==> src/hdl/sssx_pkg.sv <==
package sssx_pkg;

  // ---------------------------------------------------------------
  // Register byte offsets (APB, one word each)
  // ---------------------------------------------------------------
  localparam logic [7:0] OFS_CTRL      = 8'h00;
  localparam logic [7:0] OFS_DST_OPND  = 8'h04;
  localparam logic [7:0] OFS_SRC_OPND  = 8'h08;
  localparam logic [7:0] OFS_COUNT     = 8'h0c;
  localparam logic [7:0] OFS_ACCUM     = 8'h10;
  localparam logic [7:0] OFS_SRC_INDEX = 8'h14;
  localparam logic [7:0] OFS_DST_PTR   = 8'h18;
  localparam logic [7:0] OFS_DSEG      = 8'h1c;
  localparam logic [7:0] OFS_XSEG      = 8'h20;
  localparam logic [7:0] OFS_OVERRIDE  = 8'h24;
  localparam logic [7:0] OFS_STATUS    = 8'h28;
  localparam logic [7:0] OFS_RESULT    = 8'h2c;

  // ---------------------------------------------------------------
  // Control word fields
  // ---------------------------------------------------------------
  localparam int CTRL_OP_LSB    = 0;   // 3-bit operation code
  localparam int CTRL_WIDE      = 3;   // 1: word operand, 0: byte
  localparam int CTRL_FORM_LSB  = 4;   // 2-bit block store form
  localparam int CTRL_START     = 8;   // Write 1 to launch
  localparam int OVR_ENABLE     = 16;  // Segment override enable bit

  localparam logic [2:0] OP_LSHIFT = 3'h0;
  localparam logic [2:0] OP_ASHIFT = 3'h1;
  localparam logic [2:0] OP_SUB    = 3'h2;
  localparam logic [2:0] OP_BORROW_DIFFERENCE_OP   = 3'h3;
  localparam logic [2:0] OP_STORE  = 3'h4;
  localparam logic [2:0] OP_DECSUB = 3'h5;

  localparam logic [1:0] FORM_GENERIC = 2'h0;
  localparam logic [1:0] FORM_BYTES   = 2'h1;
  localparam logic [1:0] FORM_WORDS   = 2'h2;

  // ---------------------------------------------------------------
  // Status word: flags in the low 12 bits, busy above them
  // ---------------------------------------------------------------
  localparam int FLG_CARRY    = 0;
  localparam int FLG_PARITY   = 2;
  localparam int FLG_AUX      = 4;
  localparam int FLG_ZERO     = 6;
  localparam int FLG_SIGN     = 7;
  localparam int FLG_DIR      = 10;
  localparam int FLG_OVERFLOW = 11;
  localparam int STAT_BUSY    = 16;

  localparam logic [11:0] FLAGS_RST = 12'h000;
  localparam logic [15:0] WORD_RST  = 16'h0000;

  typedef enum logic [2:0] {
    ST_IDLE  = 3'b000,
    ST_SHIFT = 3'b001,
    ST_STORE = 3'b010,
    ST_RDSRC = 3'b011,
    ST_RDDST = 3'b100,
    ST_WRDST = 3'b101
  } sssx_state_e;

endpackage

==> src/hdl/sssx_bcd_sub.sv <==
`timescale 1ns/1ps
// ---------------------------------------------------------------
// Packed BCD byte subtract: two digits with borrow chain
// ---------------------------------------------------------------
module sssx_bcd_sub (
  // Operands
  input  wire logic [7:0] minuend,
  input  wire logic [7:0] subtrahend,
  input  wire logic       borrow_in,
  // Result
  output logic      [7:0] diff,
  output logic            borrow_out
);

  wire logic [4:0] lo_raw = {1'b0, minuend[3:0]} - {1'b0, subtrahend[3:0]} - {4'h0, borrow_in};
  wire logic       lo_brw = lo_raw[4];
  wire logic [4:0] hi_raw = {1'b0, minuend[7:4]} - {1'b0, subtrahend[7:4]} - {4'h0, lo_brw};

  // A negative digit is pulled back into 0..9 by taking 6 more
  // Each digit is corrected by its own borrow, not by its neighbour's
  assign diff       = {hi_raw[4] ? 4'(hi_raw[3:0] - 4'h6) : hi_raw[3:0],
                       lo_brw ? 4'(lo_raw[3:0] - 4'h6) : lo_raw[3:0]};
  assign borrow_out = hi_raw[4];

endmodule // sssx_bcd_sub

==> src/hdl/sssx_exec.sv <==
// The address map and the APB register port are this design's own decisions.
`timescale 1ns/1ps
// How it works
// - Logical shift by one moves right, zero enters top, bit 0 goes to carry.
// - Shift by one sets overflow when the sign bit changes, else clears it.
// - Logical shift by count repeats the one-place step count times.
// - Sign-fill shift by one keeps the top bit, bit 0 goes to carry.
// - Sign-fill shift by count repeats; last outgoing bit stays in carry.
// - Block store writes accumulator low byte or full word at the pointer.
// - Pointer moves by one for bytes, two for words, after each store.
// - Direction flag clear increments the pointer, set decrements it.
// - Generic store form uses width bit; byte and word forms are fixed.
// - Block store always addresses the extra segment, override ignored.
// - Subtract source from destination into the result register, update six flags.
// - Borrow subtract also takes away carry; six flags from the result.
// - Decimal string subtract: destination string minus source string, into destination.
// - Digit count comes from the count register, 1 to 255 digits.
// - Decimal destination in extra segment; source default data segment, overridable.
// - Decimal strings run in whole bytes; odd counts act as next even.
module sssx_exec
  import sssx_pkg::*;
(
  // Clock and reset
  input  wire logic        pclk,
  input  wire logic        presetn,
  // APB slave
  input  wire logic        psel,
  input  wire logic        penable,
  input  wire logic        pwrite,
  input  wire logic [7:0]  paddr,
  input  wire logic [31:0] pwdata,
  output logic      [31:0] prdata,
  output logic             pready,
  output logic             pslverr,
  // Operand memory port
  output logic             mem_req,
  output logic             mem_we,
  output logic      [19:0] mem_addr,
  output logic      [1:0]  mem_be,
  output logic      [15:0] mem_wdata,
  input  wire logic        mem_ack,
  input  wire logic [15:0] mem_rdata,
  // Status
  output logic             busy
);

  // ---------------------------------------------------------------
  // Helpers
  // ---------------------------------------------------------------
  function automatic logic [19:0] phys_addr(input logic [15:0] base, input logic [15:0] ofs);
    phys_addr = {base, 4'h0} + {4'h0, ofs};
  endfunction

  // Parity, sign and zero from a result of the chosen width
  function automatic logic [11:0] psz(input logic [11:0] f, input logic [15:0] r, input logic w);
    logic [11:0] o;
    o = f;
    o[FLG_PARITY] = ~^r[7:0];
    o[FLG_SIGN]   = w ? r[15] : r[7];
    o[FLG_ZERO]   = w ? (r == 16'h0000) : (r[7:0] == 8'h00);
    psz = o;
  endfunction

  // ---------------------------------------------------------------
  // Registers
  // ---------------------------------------------------------------
  sssx_state_e state_reg;
  logic [2:0]  op_reg;
  logic        wide_reg;
  logic [15:0] dst_reg, src_reg, accum_reg, six_reg, dptr_reg, dseg_reg, xseg_reg;
  logic [16:0] ovr_reg;
  logic [7:0]  count_reg;
  logic [11:0] flags_reg;
  logic [15:0] result_reg;
  logic [7:0]  steps_reg;
  logic        first_sign_reg;
  logic [7:0]  bytes_left_reg;
  logic [15:0] byte_idx_reg;
  logic [7:0]  src_byte_reg;
  logic        borrow_reg;
  logic        nonzero_reg;
  logic        mem_req_reg, mem_we_reg;
  logic [19:0] mem_addr_reg;
  logic [1:0]  mem_be_reg;
  logic [15:0] mem_wdata_reg;
  logic [31:0] prdata_reg;
  logic        pready_reg, pslverr_reg;

  // ---------------------------------------------------------------
  // APB decode
  // ---------------------------------------------------------------
  wire logic acc_phase = psel & penable & pready_reg;
  wire logic wr_ok     = acc_phase & pwrite & ~pslverr_reg & (state_reg == ST_IDLE);
  wire logic mapped    = (paddr[1:0] == 2'b00) && (paddr <= OFS_RESULT);
  wire logic wr_ctrl   = wr_ok & (paddr == OFS_CTRL);
  wire logic start     = wr_ctrl & pwdata[CTRL_START];
  wire logic [2:0] new_op = pwdata[CTRL_OP_LSB +: 3];
  wire logic [1:0] form   = pwdata[CTRL_FORM_LSB +: 2];

  // Store width from the form; generic follows the width bit
  wire logic store_wide = (form == FORM_WORDS) |
                          ((form == FORM_GENERIC) & pwdata[CTRL_WIDE]);
  wire logic op_wide    = (new_op == OP_STORE) ? store_wide : pwdata[CTRL_WIDE];

  wire logic [31:0] rd_mux =
    (paddr == OFS_CTRL)      ? {28'h0, wide_reg, op_reg} :
    (paddr == OFS_DST_OPND)  ? {16'h0, dst_reg} :
    (paddr == OFS_SRC_OPND)  ? {16'h0, src_reg} :
    (paddr == OFS_COUNT)     ? {24'h0, count_reg} :
    (paddr == OFS_ACCUM)     ? {16'h0, accum_reg} :
    (paddr == OFS_SRC_INDEX) ? {16'h0, six_reg} :
    (paddr == OFS_DST_PTR)   ? {16'h0, dptr_reg} :
    (paddr == OFS_DSEG)      ? {16'h0, dseg_reg} :
    (paddr == OFS_XSEG)      ? {16'h0, xseg_reg} :
    (paddr == OFS_OVERRIDE)  ? {15'h0, ovr_reg} :
    (paddr == OFS_STATUS)    ? {15'h0, state_reg != ST_IDLE, 4'h0, flags_reg} :
    (paddr == OFS_RESULT)    ? {16'h0, result_reg} : 32'h0;

  // Zero-wait APB: ready rises in the access phase after every setup
  always_ff @(posedge pclk or negedge presetn)
  begin
    if (!presetn)
    begin
      pready_reg  <= 1'b0;
      pslverr_reg <= 1'b0;
      prdata_reg  <= 32'h0;
    end
    else
    begin
      pready_reg  <= psel & ~penable;
      pslverr_reg <= psel & ~penable & ~mapped;
      prdata_reg  <= (psel & ~penable & ~pwrite & mapped) ? rd_mux : 32'h0;
    end
  end

  // ---------------------------------------------------------------
  // Datapath helpers
  // ---------------------------------------------------------------
  logic [15:0] step_val;
  logic        step_out;

  sssx_shift_step u_step (
    .value_in  (result_reg),
    .wide      (wide_reg),
    .sign_fill (op_reg == OP_ASHIFT),
    .value_out (step_val),
    .bit_out   (step_out)
  );

  logic [7:0] bcd_diff;
  logic       bcd_borrow;

  sssx_bcd_sub u_bcd (
    .minuend    (mem_rdata[7:0]),
    .subtrahend (src_byte_reg),
    .borrow_in  (borrow_reg),
    .diff       (bcd_diff),
    .borrow_out (bcd_borrow)
  );

  // Binary subtract with optional borrow-in, done at launch
  wire logic        cin      = (new_op == OP_BORROW_DIFFERENCE_OP) & flags_reg[FLG_CARRY];
  wire logic [16:0] sub_raw  = {1'b0, dst_reg} - {1'b0, src_reg} - {16'h0, cin};
  wire logic [15:0] sub_res  = op_wide ? sub_raw[15:0] : {8'h00, sub_raw[7:0]};
  wire logic [15:0] sub_x    = dst_reg ^ src_reg ^ sub_raw[15:0];
  // Byte borrow is the carry into bit 8, whatever the upper operand bytes hold
  wire logic        sub_cy   = op_wide ? sub_raw[16] : sub_x[8];
  wire logic [15:0] ov_vec   = (dst_reg ^ src_reg) & (dst_reg ^ sub_raw[15:0]);
  wire logic        sub_ov   = op_wide ? ov_vec[15] : ov_vec[7];

  logic [11:0] sub_flags;
  always_comb
  begin
    sub_flags               = psz(flags_reg, sub_res, op_wide);
    sub_flags[FLG_CARRY]    = sub_cy;
    sub_flags[FLG_AUX]      = sub_x[4];
    sub_flags[FLG_OVERFLOW] = sub_ov;
  end

  // Pointer step for a stored element
  wire logic [15:0] ptr_step = wide_reg ? 16'h0002 : 16'h0001;
  wire logic [15:0] ptr_next = flags_reg[FLG_DIR] ? dptr_reg - ptr_step
                                                  : dptr_reg + ptr_step;
  // Source segment honours an override; destination never does
  wire logic [15:0] src_seg  = ovr_reg[OVR_ENABLE] ? ovr_reg[15:0] : dseg_reg;
  // Odd digit counts round up to whole bytes
  wire logic [7:0]  nbytes   = 8'((9'(count_reg) + 9'h001) >> 1);
  wire logic [15:0] idx_next = byte_idx_reg + 16'h0001;
  // Shift count of exactly one selects the defined-overflow case
  wire logic count_is_one = (src_reg[7:0] == 8'h01);

  // ---------------------------------------------------------------
  // Software-written registers
  // ---------------------------------------------------------------
  always_ff @(posedge pclk or negedge presetn)
  begin
    if (!presetn)
    begin
      dst_reg   <= WORD_RST;
      src_reg   <= WORD_RST;
      accum_reg <= WORD_RST;
      six_reg   <= WORD_RST;
      dseg_reg  <= WORD_RST;
      xseg_reg  <= WORD_RST;
      ovr_reg   <= 17'h0;
      count_reg <= 8'h00;
    end
    else if (wr_ok)
    begin
      if (paddr == OFS_DST_OPND)  dst_reg   <= pwdata[15:0];
      if (paddr == OFS_SRC_OPND)  src_reg   <= pwdata[15:0];
      if (paddr == OFS_ACCUM)     accum_reg <= pwdata[15:0];
      if (paddr == OFS_SRC_INDEX) six_reg   <= pwdata[15:0];
      if (paddr == OFS_DSEG)      dseg_reg  <= pwdata[15:0];
      if (paddr == OFS_XSEG)      xseg_reg  <= pwdata[15:0];
      if (paddr == OFS_OVERRIDE)  ovr_reg   <= pwdata[16:0];
      if (paddr == OFS_COUNT)     count_reg <= pwdata[7:0];
    end
  end

  // ---------------------------------------------------------------
  // Sequencer: shifts one place a cycle, memory ops via handshake
  // ---------------------------------------------------------------
  always_ff @(posedge pclk or negedge presetn)
  begin
    if (!presetn)
    begin
      state_reg      <= ST_IDLE;
      op_reg         <= OP_LSHIFT;
      wide_reg       <= 1'b0;
      flags_reg      <= FLAGS_RST;
      result_reg     <= WORD_RST;
      dptr_reg       <= WORD_RST;
      steps_reg      <= 8'h00;
      first_sign_reg <= 1'b0;
      bytes_left_reg <= 8'h00;
      byte_idx_reg   <= WORD_RST;
      src_byte_reg   <= 8'h00;
      borrow_reg     <= 1'b0;
      nonzero_reg    <= 1'b0;
      mem_req_reg    <= 1'b0;
      mem_we_reg     <= 1'b0;
      mem_addr_reg   <= 20'h0;
      mem_be_reg     <= 2'b00;
      mem_wdata_reg  <= WORD_RST;
    end
    else
    begin
      case (state_reg)
        ST_IDLE:
        begin
          if (wr_ok & (paddr == OFS_DST_PTR))
            dptr_reg <= pwdata[15:0];
          if (wr_ok & (paddr == OFS_STATUS))
            flags_reg <= pwdata[11:0];
          if (start)
          begin
            op_reg   <= new_op;
            wide_reg <= op_wide;
            case (new_op)
              OP_LSHIFT, OP_ASHIFT:
              begin
                result_reg     <= op_wide ? dst_reg : {8'h00, dst_reg[7:0]};
                steps_reg      <= src_reg[7:0];
                first_sign_reg <= op_wide ? dst_reg[15] : dst_reg[7];
                if (src_reg[7:0] != 8'h00)
                  state_reg <= ST_SHIFT;
              end
              OP_SUB, OP_BORROW_DIFFERENCE_OP:
              begin
                result_reg <= sub_res;
                flags_reg  <= sub_flags;
              end
              OP_STORE:
              begin
                mem_req_reg   <= 1'b1;
                mem_we_reg    <= 1'b1;
                mem_addr_reg  <= phys_addr(xseg_reg, dptr_reg);
                mem_be_reg    <= store_wide ? 2'b11 : 2'b01;
                mem_wdata_reg <= store_wide ? accum_reg
                                            : {8'h00, accum_reg[7:0]};
                state_reg     <= ST_STORE;
              end
              OP_DECSUB:
              begin
                bytes_left_reg <= nbytes;
                byte_idx_reg   <= WORD_RST;
                borrow_reg     <= 1'b0;
                nonzero_reg    <= 1'b0;
                if (nbytes != 8'h00)
                begin
                  mem_req_reg  <= 1'b1;
                  mem_we_reg   <= 1'b0;
                  mem_be_reg   <= 2'b01;
                  mem_addr_reg <= phys_addr(src_seg, six_reg);
                  state_reg    <= ST_RDSRC;
                end
              end
              default:
                state_reg <= ST_IDLE;
            endcase
          end
        end
        ST_SHIFT:
        begin
          result_reg <= step_val;
          steps_reg  <= steps_reg - 8'h01;
          flags_reg  <= psz(flags_reg, step_val, wide_reg);
          flags_reg[FLG_CARRY] <= step_out;
          // Overflow only defined for a single place; kept otherwise
          if (count_is_one)
            flags_reg[FLG_OVERFLOW] <= first_sign_reg ^
                                       (wide_reg ? step_val[15] : step_val[7]);
          if (steps_reg == 8'h01)
            state_reg <= ST_IDLE;
        end
        ST_STORE:
        begin
          // Flags are not touched on this path
          if (mem_ack)
          begin
            mem_req_reg <= 1'b0;
            mem_we_reg  <= 1'b0;
            dptr_reg    <= ptr_next;
            state_reg   <= ST_IDLE;
          end
        end
        ST_RDSRC:
        begin
          if (mem_ack)
          begin
            src_byte_reg <= mem_rdata[7:0];
            mem_addr_reg <= phys_addr(xseg_reg, dptr_reg + byte_idx_reg);
            state_reg    <= ST_RDDST;
          end
        end
        ST_RDDST:
        begin
          if (mem_ack)
          begin
            mem_we_reg    <= 1'b1;
            mem_wdata_reg <= {8'h00, bcd_diff};
            borrow_reg    <= bcd_borrow;
            nonzero_reg   <= nonzero_reg | (bcd_diff != 8'h00);
            state_reg     <= ST_WRDST;
          end
        end
        ST_WRDST:
        begin
          if (mem_ack)
          begin
            mem_we_reg     <= 1'b0;
            byte_idx_reg   <= idx_next;
            bytes_left_reg <= bytes_left_reg - 8'h01;
            if (bytes_left_reg == 8'h01)
            begin
              // Only carry and zero carry meaning after a string op
              mem_req_reg           <= 1'b0;
              flags_reg[FLG_CARRY]  <= borrow_reg;
              flags_reg[FLG_ZERO]   <= ~nonzero_reg;
              state_reg             <= ST_IDLE;
            end
            else
            begin
              mem_addr_reg <= phys_addr(src_seg, six_reg + idx_next);
              state_reg    <= ST_RDSRC;
            end
          end
        end
        default:
          state_reg <= ST_IDLE;
      endcase
    end
  end

  // ---------------------------------------------------------------
  // Outputs
  // ---------------------------------------------------------------
  // Leaving a busy state this cycle
  wire logic state_done = ((state_reg == ST_SHIFT) & (steps_reg == 8'h01)) |
                          ((state_reg == ST_STORE) & mem_ack) |
                          ((state_reg == ST_WRDST) & mem_ack & (bytes_left_reg == 8'h01));

  logic busy_reg;
  always_ff @(posedge pclk or negedge presetn)
  begin
    if (!presetn)
      busy_reg <= 1'b0;
    else
      busy_reg <= start | ((state_reg != ST_IDLE) & ~state_done);
  end

  assign prdata    = prdata_reg;
  assign pready    = pready_reg;
  assign pslverr   = pslverr_reg;
  assign mem_req   = mem_req_reg;
  assign mem_we    = mem_we_reg;
  assign mem_addr  = mem_addr_reg;
  assign mem_be    = mem_be_reg;
  assign mem_wdata = mem_wdata_reg;
  assign busy      = busy_reg;

endmodule // sssx_exec

==> src/hdl/sssx_shift_step.sv <==
`timescale 1ns/1ps
// ---------------------------------------------------------------
// One-place right shift, logical or sign-filling, byte or word
// ---------------------------------------------------------------
module sssx_shift_step (
  // Operand
  input  wire logic [15:0] value_in,
  input  wire logic        wide,
  input  wire logic        sign_fill,
  // Result
  output logic      [15:0] value_out,
  output logic             bit_out
);

  wire logic top_in = sign_fill & (wide ? value_in[15] : value_in[7]);

  // Top bit is zero or the old sign; bit 0 leaves towards carry
  assign value_out = wide ? {top_in, value_in[15:1]} : {8'h00, top_in, value_in[7:1]};
  assign bit_out   = value_in[0];

endmodule // sssx_shift_step

==> config.mk <==
export PLATFORM = sky130hd
export DESIGN_NAME = sssx_exec
export DESIGN_NICKNAME = d
export VERILOG_FILES = /design/src/hdl/sssx_pkg.sv /design/src/hdl/sssx_bcd_sub.sv /design/src/hdl/sssx_exec.sv /design/src/hdl/sssx_shift_step.sv
export SDC_FILE = /design/constraint.sdc
export NUM_CORES = 1
export LEC_CHECK = 0
export BUFFER_PORTS_ARGS = -buffer_cell sky130_fd_sc_hd__clkbuf_2
export CAP_MARGIN = 15
export CORE_MARGIN = 2
export CORE_UTILIZATION = 56
export DETAILED_ROUTE_END_ITERATION = 12
export PLACE_DENSITY = 0.86
export SLEW_MARGIN = 20
export SYNTH_ARGS = -nofsm -noshare
export SYNTH_HDL_FRONTEND = slang
export SYNTH_HIERARCHICAL = 1
export SYNTH_SLANG_ARGS = --single-unit
==> constraint.sdc <==
create_clock -name pclk -period 4.35 [get_ports pclk]
set_input_delay 0.87 -clock pclk [delete_from_list [all_inputs] [get_ports pclk]]
set_output_delay 0.87 -clock pclk [all_outputs]
set_load 0.005 [all_outputs]
**Word-level counts from Yosys, hierarchy flattened**

Cells that the tools add are included.

- Add/sub/neg operators: 20
- Multiply operators: 0
- Div/mod/pow operators: 0
- Magnitude comparators: 1
- Eq/ne operators: 47
- Shifts and indexed selects: 0
- Mux-type cells: 103
- Bitwise gates (word level): 38
- Reduce and logical (&&, ||, !) cells: 54

Operator list:

| cell | count |
|---|---|
| $mux W16 | 16 |
| $mux W17 | 12 |
| $pmux W16 S2 | 5 |
| $mux W20 | 5 |
| $add A20 B16 Y20 | 4 |
| $pmux W20 S3 | 1 |
| $mux W8 | 5 |
| $pmux W20 S2 | 1 |
| $mux W12 | 3 |
| $add A16 B16 Y16 | 2 |
| $eq A8 B5 Y1 const B | 4 |
| $eq A8 B6 Y1 const B | 4 |
| $logic_not A16 Y1 | 2 |
| $pmux W8 S2 | 2 |
| $xor A16 B16 Y16 | 2 |
| $mux W1 | 26 |
| $eq A8 B1 Y1 const B | 3 |
| $logic_not A8 Y1 | 3 |
| $mux W3 | 8 |
| $ne A2 B2 Y1 const B | 12 |
| $reduce_and A2 Y1 | 12 |
| $reduce_bool A8 Y1 | 3 |
| $and A1 B1 Y1 | 21 |
| $pmux W5 S2 | 2 |
| other kinds (44) | 105 |

- Register bits after elaboration: 275
- Latch bits: 0
- RAM bits: 0
- Bits in read-only memories: 0
- Input bits: 62
- Memories kept: 0

**Longest topological paths before layout**

- Word-level depth: 14
- Gate-level depth with buffers: 22

**Hierarchy**

Netlist, hierarchy kept.

By module, submodules not included:

| module | times used | cells an instance | area each (µm²) |
|---|---|---|---|
| sssx_exec | 1 | 2229 | 19951.6 |
| sssx_bcd_sub | 1 | 64 | 548.0 |
| sssx_shift_step | 1 | 19 | 131.4 |

**Worst setup path after synthesis**

No wires, ideal clock.

- Path type: in2reg
- Start: in pwdata[1]
- End: reg flags_reg[2]
- Library setup time: 95 ps
- Arrival: 4607 ps
- Slack: -352 ps
- Stages: 16
- Buffers on the path: 2
- Path through: clkbuf_1 > nor2b_1 > clkbuf_1 > nand3_1 > fa_1 > ha_1 > or4b_2 > o221ai_1 > a21oi_1 > o31ai_1 > ha_1 > xor2_1 > xnor2_1 > nand2_1 > o21ai_0 > o31ai_1

- Longest elaborated chain between the ends: 8

RTL lines:

| what | line | RTL |
|---|---|---|
| from (decl) | sssx_exec.sv:31 | `input wire logic [31:0] pwdata,` |
| $eq A3 B2 Y1 | sssx_exec.sv:162, sssx_exec.sv:260 |  |
| $and A1 B1 Y1 | sssx_exec.sv:162 | `wire logic cin = (new_op == OP_BORROW_DIFFERENCE_OP) & flags_reg[FLG_CARRY];` |
| $sub A17 B1 Y17 | sssx_exec.sv:163 | `wire logic [16:0] sub_raw = {1'b0, dst_reg} - {1'b0, src_reg} - {16'h0, cin};` |
| $mux W16 | sssx_exec.sv:164 | `wire logic [15:0] sub_res = op_wide ? sub_raw[15:0] : {8'h00, sub_raw[7:0]};` |
| $reduce_xnor A8 Y1 | sssx_exec.sv:58 | `o[FLG_PARITY] = ~^r[7:0];` |
| $mux W12 (*) | sssx_exec.sv:260 | `case (new_op)` |
| $mux W12 (*) | sssx_exec.sv:256 | `if (start)` |
| $pmux W5 S2 (*) | sssx_exec.sv:249 | `case (state_reg)` |
| to (signal assigned) | sssx_exec.sv:255 | `flags_reg <= pwdata[11:0];` |
| to (signal assigned) | sssx_exec.sv:272 | `flags_reg <= sub_flags;` |
| to (signal assigned) | sssx_exec.sv:308 | `flags_reg <= psz(flags_reg, step_val, wide_reg);` |
| to (decl) | sssx_exec.sv:73 | `logic [11:0] flags_reg;` |

Every way passes the cells marked *; elsewhere a longest branch is shown, timed or not. The select of a mux whose other input is x is not followed.
A chain may end at the register's enable or synchronous reset.

**Final worst setup path**

- Start: reg byte_idx_reg[0]
- End: reg mem_addr_reg[19] (netlist: mem_addr[19])

- Longest elaborated chain between the ends: 6

RTL lines:

| what | line | RTL |
|---|---|---|
| from (decl) | sssx_exec.sv:78 | `logic [15:0] byte_idx_reg;` |
| from (signal assigned) | sssx_exec.sv:353 | `byte_idx_reg <= idx_next;` |
| $add A16 B1 Y16 | sssx_exec.sv:188 | `wire logic [15:0] idx_next = byte_idx_reg + 16'h0001;` |
| $add A16 B16 Y16 | sssx_exec.sv:365 | `mem_addr_reg <= phys_addr(src_seg, six_reg + idx_next);` |
| $add A20 B16 Y20 | sssx_exec.sv:51 | `phys_addr = {base, 4'h0} + {4'h0, ofs};` |
| $mux W20 | sssx_exec.sv:355 | `if (bytes_left_reg == 8'h01)` |
| $mux W20 | sssx_exec.sv:350 | `if (mem_ack)` |
| $pmux W20 S3 (*) | sssx_exec.sv:249 |  |
| to (signal assigned) | sssx_exec.sv:278 | `mem_addr_reg <= phys_addr(xseg_reg, dptr_reg);` |
| to (signal assigned) | sssx_exec.sv:295 | `mem_addr_reg <= phys_addr(src_seg, six_reg);` |
| to (signal assigned) | sssx_exec.sv:365 |  |
| to (decl) | sssx_exec.sv:83 | `logic [19:0] mem_addr_reg;` |

Marked as above.

==> impl_metrics.json <==
{
  "status": "complete, but fails checks",
  "violations_in_the_final_reports": "negative setup slack",
  "final_layout_size_suffix_gt1_share_pct": 22.2,
  "final_period_minus_worst_setup_slack_ns": 4.54,
  "detailedPlacementHpwl_um": 51000,
  "most_frequent_cells_in_the_layout": "sky130_fd_sc_hd__dfrtp_1 (273), sky130_fd_sc_hd__nand2_1 (248), sky130_fd_sc_hd__nor2_1 (182)",
  "grt_start_max_net_pins": 111,
  "max-cap-violations": 0,
  "timing.critical_path.mode_cell": "sky130_fd_sc_hd__buf_4",
  "htree_levels": 1,
  "critical_path_required_ns": 4.85,
  "grt_setup_unrepaired": "yes",
  "endpoint_kind": "flop",
  "core-area_um2": 36400,
  "synthesized_area_per_cell_um2": 8.92,
  "rows": 70,
  "synth_enable_flop_cells": 0,
  "ys_async_sr_fraction_pct": 100,
  "final_min_period_over_clock_period_pct": 104,
  "worst_path_max_delay_cell": "sky130_fd_sc_hd__dfrtp_2",
  "die_h_um": 196,
  "max-vdd-ir-drop_mv": 0.318,
  "critical_path_peak_fanout": 4,
  "floorplan.initialDensity_pct": 56.6,
  "worst-endpoint-arrival_ns": 5.03,
  "max_stage_delay_ns": 0.44,
  "timing.final.hold_violations": 0,
  "worstRegToRegCells": 23,
  "gr-usage-all-layers_pct": 35.4,
  "cts-buffers-inserted": 31,
  "slew-limit-headroom_pct": 27.0,
  "post_drt_via_cell_ratio": 6.64,
  "global_route.overflow_total": 0,
  "wl_um": 69200,
  "timing_max_transition_violations_final": 0,
  "worst_hold_slack_ns": 0.241,
  "vias": 19700,
  "avgRoutedWirePerCell_um": 23.3,
  "timing_worst_setup_path_type": "flop to flop",
  "ioPinCount": 137,
  "fin_setup_tns_ns": -0.496,
  "layout.nets": 2707,
  "flip_flop_count_of_the_largest_register_all_copies_and_words_added": 20,
  "synth_area_leaders": "sky130_fd_sc_hd__dfrtp_1 (33%), sky130_fd_sc_hd__ha_1 (9.2%), sky130_fd_sc_hd__mux2_2 (7.5%)",
  "post-synth-top-area-fraction_pct": 33.4,
  "port_buffers": 98,
  "synth.largest_area_cell": "sky130_fd_sc_hd__dfrtp_1",
  "wire_length_of_the_first_global_routing_pass_um": 106000,
  "clkLatencyLatePin_ns": 0.62,
  "synthesis.area_um2": 20600,
  "area_growth_pct": 14.9,
  "synth_sequential_area_ratio_pct": 33.4,
  "ant_nets": 0,
  "grt_antenna_before_repair": 0,
  "post-route-drc-count": 0,
  "antennaDiodeCount": 0,
  "cts.sink_count": 275,
  "drt_pass_1_iters": 6,
  "ctsRootBufferMaster": "sky130_fd_sc_hd__clkbuf_16",
  "ys_dominant_reg_cell": "sky130_fd_sc_hd__dfrtp_1",
  "final_critical_path_setup_slack_ns": -0.186,
  "grt_pass1_vias": 19300,
  "r2r_setup_slack_ns": -0.19,
  "timing.critical_path.cells": "buf_6, ha_2, fa_2, a21o_1, a21oi_2, o21bai_1, a31oi_1, buf_4, nor2b_1, nor2_1, xnor2_1, ha_1, nand3_1, a2bb2oi_1, buf_4, o311ai_4, buf_4, o41ai_2, buf_4, nand2b_4, a31oi_1, o22ai_1, o32a_1",
  "place.gp.congestion": 1.05,
  "p_leak_nw": 11.3,
  "pwr_density_cell_nw_per_um2": 389,
  "synth_warnings": 6,
  "clock_tree_from_tritoncts": "built",
  "skew_ns": 0.0264,
  "crit_reg_reg_startpoint": "byte_idx_reg[0]",
  "worst_hold_path_type": "input pin to async pin",
  "synth_cells": 2312,
  "drt_iter0_drc": 2248,
  "max_clock_freq_mhz": 220,
  "worstReg2RegEnd": "mem_addr[19]",
  "path_clk_slew_ns": 0.06,
  "synthDistinctLibCells": 87,
  "timing_worst_slew_pin_value_ns": 1.09,
  "ys_seq_elements": 275,
  "layout.cells.most_common": "sky130_fd_sc_hd__dfrtp_1",
  "die_area_um2": 38400,
  "critPathLaunchType": "flop",
  "setup_viol_count_final": 4,
  "clockBufferDepth": 3,
  "fp.dieW_um": 196,
  "hold_buffers": 0
}
kinds of logic after synthesis:
kind of cell	Yosys count	share of synthesized area (%)
and+or+nand+nor	678	15.2
AOI/OAI and AO/OA	624	19.2
DFF	275	33.4
buffers and inverters	250	5.23
muxes	194	11.2
adders and majority gates	165	10.5
xor gates and xnor gates	125	5.31
other	1	0.0182
cells in the mapped netlist, types with 7 or more instances:
master / count
sky130_fd_sc_hd__a21o_1: 31
sky130_fd_sc_hd__buf_4: 26
sky130_fd_sc_hd__mux2_2: 138
sky130_fd_sc_hd__a211oi_1: 31
sky130_fd_sc_hd__mux2i_1: 39
sky130_fd_sc_hd__o22ai_1: 22
sky130_fd_sc_hd__xor2_1: 50
sky130_fd_sc_hd__buf_1: 7
sky130_fd_sc_hd__and2_2: 7
sky130_fd_sc_hd__xnor2_1: 75
sky130_fd_sc_hd__o221ai_1: 7
sky130_fd_sc_hd__nor3_1: 53
sky130_fd_sc_hd__a22oi_1: 7
sky130_fd_sc_hd__nor2_1: 185
sky130_fd_sc_hd__a221oi_1: 13
sky130_fd_sc_hd__and2_1: 16
sky130_fd_sc_hd__ha_1: 152
sky130_fd_sc_hd__clkbuf_1: 76
sky130_fd_sc_hd__a21oi_1: 151
sky130_fd_sc_hd__inv_1: 121
sky130_fd_sc_hd__a31oi_1: 40
sky130_fd_sc_hd__o31ai_1: 9
sky130_fd_sc_hd__nand3b_1: 7
sky130_fd_sc_hd__nand2_1: 248
sky130_fd_sc_hd__or3_1: 14
sky130_fd_sc_hd__or2_2: 8
sky130_fd_sc_hd__dfrtp_1: 275
sky130_fd_sc_hd__nand2b_1: 21
sky130_fd_sc_hd__nor2b_1: 17
sky130_fd_sc_hd__nor4_1: 15
sky130_fd_sc_hd__o21ai_0: 177
sky130_fd_sc_hd__o211ai_1: 16
sky130_fd_sc_hd__buf_2: 17
sky130_fd_sc_hd__and3_1: 16
sky130_fd_sc_hd__fa_1: 13
sky130_fd_sc_hd__nand3_1: 40
sky130_fd_sc_hd__o21bai_1: 7
sky130_fd_sc_hd__o21a_1: 24
sky130_fd_sc_hd__a22o_1: 11
sky130_fd_sc_hd__mux4_2: 15
area by class of cell:
| cell class | count | area, um2 |
|---|---|---|
| Sequential cell | 275 | 6880 |
| Clock inverter | 12 | 140 |
| Tap cell | 468 | 586 |
| Fill cell | 2828 | 12700 |
| Clock buffer | 42 | 847 |
| Timing Repair Buffer | 250 | 1670 |
| Inverter | 121 | 454 |
| Multi-Input combinational cell | 1801 | 13100 |
metrics by stage:
step / setup slack (ns) / instance area (um2) / util, % / instances / power, mW
floorplan: 0.00357 / 20700 / - / 2326 / 5.32
global placement: -0.274 / 22200 / 61.0 / 2894 / 6.23
detailed placement: -0.433 / 22200 / 61.0 / 2894 / 6.41
CTS: -0.0680 / 23500 / 64.4 / 2960 / 9.06
global route: -0.344 / 23700 / 65.1 / 2969 / 9.66
finish: -0.186 / 23700 / 65.1 / 2969 / 9.22
metal layers:
metal,global-route usage [%],wire (um)
met1,45.2,26100
met2,56.6,31100
met3,7.94,7750
met4,17.9,4160
met5,0,0
timing repair:
action                                  CTS  global route
buffers inserted                         12            12
endpoints found under the setup margin    6             7
pin swaps                                16            20
gates resized for setup                  43            29
report_power, final:
group	total, mW	leakage, nW	internal (mW)	switching (mW)
Sequential	3.27	3.69	2.92	0.354
Combinational	3.33	7.17	1.42	1.90
Clock	2.62	0.475	1.48	1.14
Total	9.22	11.3	5.82	3.40
worst max-delay path, delay by kind of cell, from the launching register on:
family                     cells  cell delay [ns]
AOI/OAI and AO/OA             10             1.82
xor gates and xnor gates       1             0.08
adders and majority gates      3             0.90
buffers and inverters          5             0.77
DFF                            1             0.44
and+or+nand+nor                4             0.39
how the worst max path moves through the flow:
stage                     from            to
2_1_floorplan  byte_idx_reg[1]  mem_addr[18]
3_3_place_gp      mem_rdata[0]   nonzero_reg
3_5_place_dp      mem_rdata[0]   nonzero_reg
4_1_cts        byte_idx_reg[0]  mem_addr[19]
5_1_grt        byte_idx_reg[0]  mem_addr[19]
6_report       byte_idx_reg[0]  mem_addr[19]
(Power assumes the default switching activity.)
